<file path="src/hdl/mod_out_pkg.sv">
// package for the isolated modulator bitstream output block
// assumes a single 25 MHz reference clock and a digital model of the analog input
`default_nettype none
package mod_out_pkg;
    // ==========================================================
    // widths and scaling
    // ==========================================================
    localparam int          IN_W        = 16;
    // input code standing for +320 mV full scale (clip level)
    localparam int          CLIP_CODE   = 20480;
    localparam logic [15:0] CLIP_POS    = 16'h5000;
    localparam logic [15:0] CLIP_NEG    = 16'hB000;
    localparam int          ACC_W       = 24;
    localparam logic [23:0] ACC_ZERO    = 24'h000000;
    // ==========================================================
    // over-range marker period
    // ==========================================================
    localparam int          MARK_PERIOD = 128;
    localparam logic [6:0]  MARK_LAST   = 7'h7F;
    localparam logic [6:0]  MARK_ZERO   = 7'h00;
    // ==========================================================
    // barrier carrier
    // ==========================================================
    localparam logic [1:0]  CARRIER_INIT = 2'h1;
    // sample clock limits in kHz
    localparam int          SCLK_MIN_KHZ = 5000;
    localparam int          SCLK_MAX_KHZ = 21000;

    typedef struct packed {
        logic signed [15:0] diff_code;
        logic               highside_supply_ok;
        logic               common_mode_over;
    } analog_in_t;

    typedef enum logic [1:0] {
        MODE_NORMAL,
        MODE_CLIP_LOW,
        MODE_CLIP_HIGH
    } range_t;
endpackage
`default_nettype wire

</file>
<file path="src/hdl/mod_bitstream_out.sv">
// isolated sigma-delta modulator output path: loop, clipping, fail-safe, barrier link
// assumes sample clock and analog status pins are asynchronous and are synchronised here
`default_nettype none
// Function
// - host supplies 5-21 MHz sample clock; one output bit per rising clock edge
// - second-order loop with single comparator makes one binary decision per clock
// - zero differential input gives ones half of the time
// - ones density linear with input across plus/minus 320 mV
// - at or below -320 mV stream is zero with a one every 128 clocks
// - at or above +320 mV stream is one with a zero every 128 clocks
// - high-side supply loss forces output constant low
// - common-mode overvoltage forces output constant high
// - supply loss wins over common-mode overvoltage
// - barrier carries ones as carrier bursts, zeros as silence, then demodulated
module mod_bitstream_out
    import mod_out_pkg::*;
#(
    parameter int ACC_WIDTH = ACC_W
) (
    // clock and reset
    input  wire logic                  I_REF_CLK,
    input  wire logic                  I_RESETN,
    // link from host
    input  wire logic                  I_SAMPLE_CLK,
    // high-side analog model
    input  wire mod_out_pkg::analog_in_t I_ANALOG,
    // output stream
    output logic                       O_BITSTREAM,
    output logic                       O_BIT_STROBE
);
    import mod_out_pkg::*;

    // ==========================================================
    // input synchronisers
    // ==========================================================
    logic [2:0] sclk_sync_reg, sclk_sync_next;
    analog_in_t ana_s1_reg, ana_s2_reg;
    logic       sample_edge;

    always_comb begin
        sclk_sync_next = {sclk_sync_reg[1:0], I_SAMPLE_CLK};
    end

    always_ff @(posedge I_REF_CLK) begin
        if (!I_RESETN) begin
            // all ones: a sample clock that is high at release is not taken as an edge
            sclk_sync_reg <= '1;
            ana_s1_reg    <= '0;
            ana_s2_reg    <= '0;
        end else begin
            sclk_sync_reg <= sclk_sync_next;
            ana_s1_reg    <= I_ANALOG;
            ana_s2_reg    <= ana_s1_reg;
        end
    end

    // only bits 1 and 2 are read; bit 0 is the first stage
    assign sample_edge = sclk_sync_reg[1] & ~sclk_sync_reg[2];

    // ==========================================================
    // second-order loop
    // ==========================================================
    function automatic logic signed [23:0] ext(input logic signed [15:0] v);
        ext = {{(ACC_W - IN_W){v[15]}}, v};
    endfunction

    logic signed [23:0] int1_reg, int1_next, int2_reg, int2_next;
    logic               quant_reg, quant_next;
    logic signed [23:0] fb;
    range_t             range;

    always_comb begin
        if (ana_s2_reg.diff_code >= $signed(CLIP_POS))
            range = MODE_CLIP_HIGH;
        else if (ana_s2_reg.diff_code <= $signed(CLIP_NEG))
            range = MODE_CLIP_LOW;
        else
            range = MODE_NORMAL;
    end

    always_comb begin
        fb         = quant_reg ? ext(CLIP_POS) : ext(CLIP_NEG);
        int1_next  = int1_reg;
        int2_next  = int2_reg;
        quant_next = quant_reg;
        if (sample_edge) begin
            // two integrators, one comparator: density tracks input linearly
            int1_next  = int1_reg + ext(ana_s2_reg.diff_code) - fb;
            int2_next  = int2_reg + int1_next - fb;
            quant_next = ~int2_next[23];
        end
        // a clipped input winds the integrators up without bound and wraps them;
        // restart the loop from zero so it is stable again when the input returns
        if (range != MODE_NORMAL) begin
            int1_next = ACC_ZERO;
            int2_next = ACC_ZERO;
        end
    end

    always_ff @(posedge I_REF_CLK) begin
        if (!I_RESETN) begin
            int1_reg  <= ACC_ZERO;
            int2_reg  <= ACC_ZERO;
            quant_reg <= 1'b0;
        end else begin
            int1_reg  <= int1_next;
            int2_reg  <= int2_next;
            quant_reg <= quant_next;
        end
    end

    // ==========================================================
    // clipping marker and fail-safe selection
    // ==========================================================
    logic [6:0] mark_cnt_reg, mark_cnt_next;
    logic       tx_bit;

    always_comb begin
        mark_cnt_next = mark_cnt_reg;
        if (range == MODE_NORMAL)
            mark_cnt_next = MARK_ZERO;
        else if (sample_edge)
            mark_cnt_next = mark_cnt_reg + 7'h01;
    end

    always_comb begin
        case (range)
            // marker on the last count of each 128-clock period
            MODE_CLIP_LOW:  tx_bit = (mark_cnt_reg == MARK_LAST);
            MODE_CLIP_HIGH: tx_bit = (mark_cnt_reg != MARK_LAST);
            MODE_NORMAL:    tx_bit = quant_reg;
            default:        tx_bit = 1'b0;
        endcase
        // fail-safe overrides; supply loss checked first so it wins
        if (!ana_s2_reg.highside_supply_ok)
            tx_bit = 1'b0;
        else if (ana_s2_reg.common_mode_over)
            tx_bit = 1'b1;
    end

    always_ff @(posedge I_REF_CLK) begin
        if (!I_RESETN)
            mark_cnt_reg <= MARK_ZERO;
        else
            mark_cnt_reg <= mark_cnt_next;
    end

    // ==========================================================
    // on-off keyed barrier and receiver
    // ==========================================================
    // carrier toggles while a one is sent, silent for zero; the receiver
    // compares the current and next carrier value in the same cycle, adding no cycle of latency
    logic [1:0] carrier_reg, carrier_next;
    logic       hold_bit_reg, hold_bit_next;
    logic       rx_bit;
    logic       out_reg, out_next;
    logic       strobe_reg, strobe_next;
    logic       launch_reg, launch_next;

    always_comb begin
        hold_bit_next = sample_edge ? tx_bit : hold_bit_reg;
        carrier_next  = hold_bit_reg ? ~carrier_reg : carrier_reg;
        rx_bit        = carrier_reg[0] ^ carrier_next[0];
        launch_next   = sample_edge;
        out_next      = launch_reg ? rx_bit : out_reg;
        strobe_next   = launch_reg;
    end

    always_ff @(posedge I_REF_CLK) begin
        if (!I_RESETN) begin
            carrier_reg  <= CARRIER_INIT;
            hold_bit_reg <= 1'b0;
            launch_reg   <= 1'b0;
            out_reg      <= 1'b0;
            strobe_reg   <= 1'b0;
        end else begin
            carrier_reg  <= carrier_next;
            hold_bit_reg <= hold_bit_next;
            launch_reg   <= launch_next;
            out_reg      <= out_next;
            strobe_reg   <= strobe_next;
        end
    end

    assign O_BITSTREAM  = out_reg;
    assign O_BIT_STROBE = strobe_reg;
endmodule
`default_nettype wire

</file>
<file path="config.mk">
export PLATFORM = sky130hd
export DESIGN_NAME = mod_bitstream_out
export DESIGN_NICKNAME = d
export VERILOG_FILES = /design/src/hdl/mod_out_pkg.sv /design/src/hdl/mod_bitstream_out.sv
export SDC_FILE = /design/constraint.sdc
export NUM_CORES = 1
export LEC_CHECK = 0
export BUFFER_PORTS_ARGS = -buffer_cell sky130_fd_sc_hd__clkbuf_2
export CAP_MARGIN = 30
export CORE_MARGIN = 2
export CORE_UTILIZATION = 51
export DETAILED_ROUTE_END_ITERATION = 10
export PLACE_DENSITY = 0.65
export SLEW_MARGIN = 10
export SYNTH_ARGS = -nofsm -noshare
export SYNTH_HDL_FRONTEND = slang
export SYNTH_SLANG_ARGS = --single-unit
</file>
<file path="constraint.sdc">
create_clock -name I_REF_CLK -period 7.14 [get_ports I_REF_CLK]
set_input_delay 0 -clock I_REF_CLK [delete_from_list [all_inputs] [get_ports I_REF_CLK]]
set_output_delay 0 -clock I_REF_CLK [all_outputs]
set_load 0.03 [all_outputs]
</file>
==> metrics.md <==
| Metric | Value |
|---|---|
| Core ar. | `0.01211 mm^2` |
| Die height | `approximately 120 um` |
| Total gr overflow | `0` |
| Crit path time final | `~5.4 ns` |
| Rel. slew slack | `between 40% and 50%` |
| Synth Register Bits | `99` |
| Die area | `~0.013 mm^2` |
| ANT cells | `0` |
| Most frequent cell after synthesis | `inv_1` |
| Post-synthesis async set-or-reset flop share | `0%` |
| P_sw | `634.6 uW` |
| Synth area leaders | `dfxtp_1 (31%), ha_1 (14%), fa_1 (6.3%)` |
| HPWL after DPL | `between 9000 and 10000 um` |
| Status | `completed` |
| WS Path Type | `register to register` |
| Post-synth top area cell | `dfxtp_1` |
| Number of synthesized flops with an enable pin | `0` |
| TritonCTS buffer count | `9` |
| Worst Path Required | `~7.3 ns` |
| Final TNS setup | `0 ns` |
| Critical path data arrival time | `5.59 ns` |
| Hold Path Depth | `2` |
| Post-route DRC violation count | `0` |
| Boundary pin count | `23` |
| Post-synthesis mux area share | `0.3132%` |
| Slew @ Worst Pin | `around 0.77 ns` |
| H-tree levels | `3` |
| Max-cap violations | `0` |
| Reg-to-reg slack, setup | `between 1.5 and 2 ns` |
| Switch share | `between 30% and 40%` |
| Skew final | `between 0.01 and 0.015 ns` |
| Setup violations, final | `0` |
| Post-synthesis simple-gate area fraction | `a little under a fifth` |
| First-pass GRT wire length | `around 22000 um` |
| Sequential share of the synthesized area | `a little under a third` |
| Layout area overhead | `11.84%` |
| Drt initial violations | `about 330` |
| Worst-path fanout max | `21` |
| Ys Warns | `0` |
| TritonCTS clock tree | `built` |
| Syn Nets | `around 900` |
| Dpl ws | `between 1.5 and 2 ns` |
| Clk_lat worst skew | `about 0.35 ns` |
| RSZ-0062 raised after global routing | `no` |
| Hold Crit Class | `input port to register` |
| Clock-pin slew on the worst setup and hold paths | `roughly 0.070 ns` |
| Post-Synth XOR/XNOR Area | `around 6.4%` |
| Post-synth cell types | `51` |
| Vias in the first global route | `4799` |
| Mapped Area | `0.006391 mm^2` |
| Final worst slack | `about 1.8 ns` |
| Synth Area in Compound Gates | `15.49%` |
| Clk pwr share | `27.3%` |
| Final Hold Viols | `0` |
| Post-synth top cells | `inv_1 (103), dfxtp_1 (99), a21oi_1 (78), nand2_1 (77), ha_1 (72)` |
| PortBufs | `22` |
| LEAKAGE | `3.253 nW` |
| Starting Density | `52.77%` |
| Maximum clock frequency | `~0.19 GHz` |
| Worst Hold End | `sclk_sync_reg[2]$_SDFF_PN1_` |
| Synth top area share | `between 30% and 40%` |
| Syn avg cell area | `~8 um^2` |
| Nets | `roughly 930` |
| Comb pwr share | `40.1%` |
| Placed Cells | `roughly 950` |
| Initial antenna violation count | `0` |
| Sequential power share | `32.6%` |
| Pwr Density | `around 250 mW/mm^2` |
| Cell mode on critical path | `a21oi_1` |
| Crit end category | `register` |
| Gate Count Post-Synth | `781` |
| Chip width | `between 100 and 150 um` |
| Vias per inst | `~5` |
| Tot Pwr | `around 1.8 mW` |
| Critical Path Start Type | `register` |
| Layout cell share with drive strength beyond 1 | `under 10%` |
| Post-synth top flop | `dfxtp_1` |
| HP Start | `I_RESETN` |
| Int Power | `between 1 and 1.5 mW` |
| Period utilisation layout | `75.40%` |
| Max stage delay on crit path | `0.52 ns` |
| Gpl congestion | `approximately 0.95` |
| Fin. max-slew vios | `0` |
| Clock root buffer | `clkbuf_16` |
| Overall Global Routing Usage | `20.38%` |
| Total wire length | `between 10000 and 15000 um` |
| Clock Tree Buf Depth | `2` |
| Routed len/inst | `12.89 um` |
| Worst flop-to-flop path endpoint | `int2_reg[23]$_SDFFE_PP0P_` |
| Via Count | `~5100` |
| Worst path cell trace | `buf_4 -> inv_1 -> fa_1 -> inv_1 -> ha_1 -> a21oi_1 -> o21ai_0 -> nor3_1 -> a21oi_1 -> a21o_1 -> a21oi_1 -> xnor2_1 -> fa_1 -> ha_1 -> a21o_1 -> a21oi_1 -> o21ai_0 -> a21oi_1 -> a21oi_1 -> xnor2_1 -> a211oi_2` |
| VDD IR max | `0.1534 mV` |
| DRT Pass-1 Iters | `4` |
| Clock sinks | `around 100` |
| R2r startpoint | `quant_reg$_SDFFE_PN0P_` |
| Rows | `40` |
| Post-route ant nets | `0` |
| Adder-Cell Fraction of Synth Area | `between 20% and 30%` |
| Largest net degree at the start of global routing | `64` |
| R2r worst-path depth | `21` |
| Worst-path cell with the longest stage delay | `fa_1` |
| Post-Layout Cell Count | `a little under 1000` |
| Combinational family with the most area after synthesis | `adder cells` |
## worst max path at each step
stage	from	endpoint	slack (ns)	cells after the start
detailed placement	quant_reg$_SDFFE_PN0P_	int2_reg[22]$_SDFFE_PP0P_	1.82	21
CTS	quant_reg$_SDFFE_PN0P_	int2_reg[22]$_SDFFE_PP0P_	1.79	21
floorplan	quant_reg$_SDFFE_PN0P_	int2_reg[22]$_SDFFE_PP0P_	1.78	20
finish	quant_reg$_SDFFE_PN0P_	int2_reg[23]$_SDFFE_PP0P_	1.76	21
global placement	quant_reg$_SDFFE_PN0P_	int2_reg[22]$_SDFFE_PP0P_	1.94	21
global route	quant_reg$_SDFFE_PN0P_	int2_reg[23]$_SDFFE_PP0P_	1.34	21
## layer usage
layer,up-vias,global-route usage (%),share of wire [%]
li1,2663,-,-
met1,2308,28.67,50
met2,94,33.18,45
met3,13,2.510,3.5
met4,0,5.714,1.3
met5,-,0,0
## cells by family after synthesis
family / Yosys count
AND/OR/NAND/NOR: 255
AO/OA/AOI/OAI: 163
buffers and inverters: 124
flip-flops: 99
adder cells (fa/ha/maj): 92
XOR/XNOR: 46
multiplexers: 2
## metrics by stage
step	util (%)	hold slack [ns]	area (um^2)
6_report	59.02	0.2546	7148
5_1_grt	59.02	0.3461	7148
4_1_cts	59.02	0.2686	7148
3_5_place_dp	55.05	0.1948	6668
3_3_place_gp	55.05	0.1880	6668
2_1_floorplan	-	0.1015	6391
## cell type report
class	count	area (um^2)
Fill cell	1094	4964
Multi-Input combinational cell	558	3949
Sequential cell	99	1982
Inverter	103	386.6
Timing Repair Buffer	45	330.3
Clock buffer	10	229.0
Tap cell	168	210.2
Clock inverter	5	61.31
## critical path, delay by kind of cell, from the launching register on
family,cells,cell delay [ns]
XOR/XNOR,2,0.45
flip-flops,1,0.31
AND/OR/NAND/NOR,1,0.33
AO/OA/AOI/OAI,11,1.87
buffers and inverters,3,0.57
adder cells (fa/ha/maj),4,1.71
## power by group through the flow
| stage | Combinational [mW] | Clock [mW] | Sequential (mW) |
|---|---|---|---|
| 2_1_floorplan | 0.567 | 0 | 0.594 |
| 6_report | 0.716 | 0.488 | 0.582 |
| 3_3_place_gp | 0.685 | 0 | 0.594 |
| 5_1_grt | 0.811 | 0.521 | 0.585 |
| 4_1_cts | 0.712 | 0.498 | 0.582 |
| 3_5_place_dp | 0.698 | 0 | 0.595 |
## layout by cell type (no fill, tap or decap), types with 19 or more instances in the layout
cell	n
dlygate4sd3_1	19
nor2_1	64
ha_1	72
and2_1	41
dfxtp_1	99
xor2_1	22
inv_1	103
fa_1	20
nand2_1	77
xnor2_1	23
a21oi_1	78
clkbuf_2	22
o21ai_0	22
## timing repair
item | 4_1_cts | 5_1_grt
gates resized for setup | 0 | 0
hold buffers | 19 | 0
endpoints found under the hold margin | 19 | 0
buffers inserted | 0 | 0
Note: power is estimated with default switching activity, not from simulation.
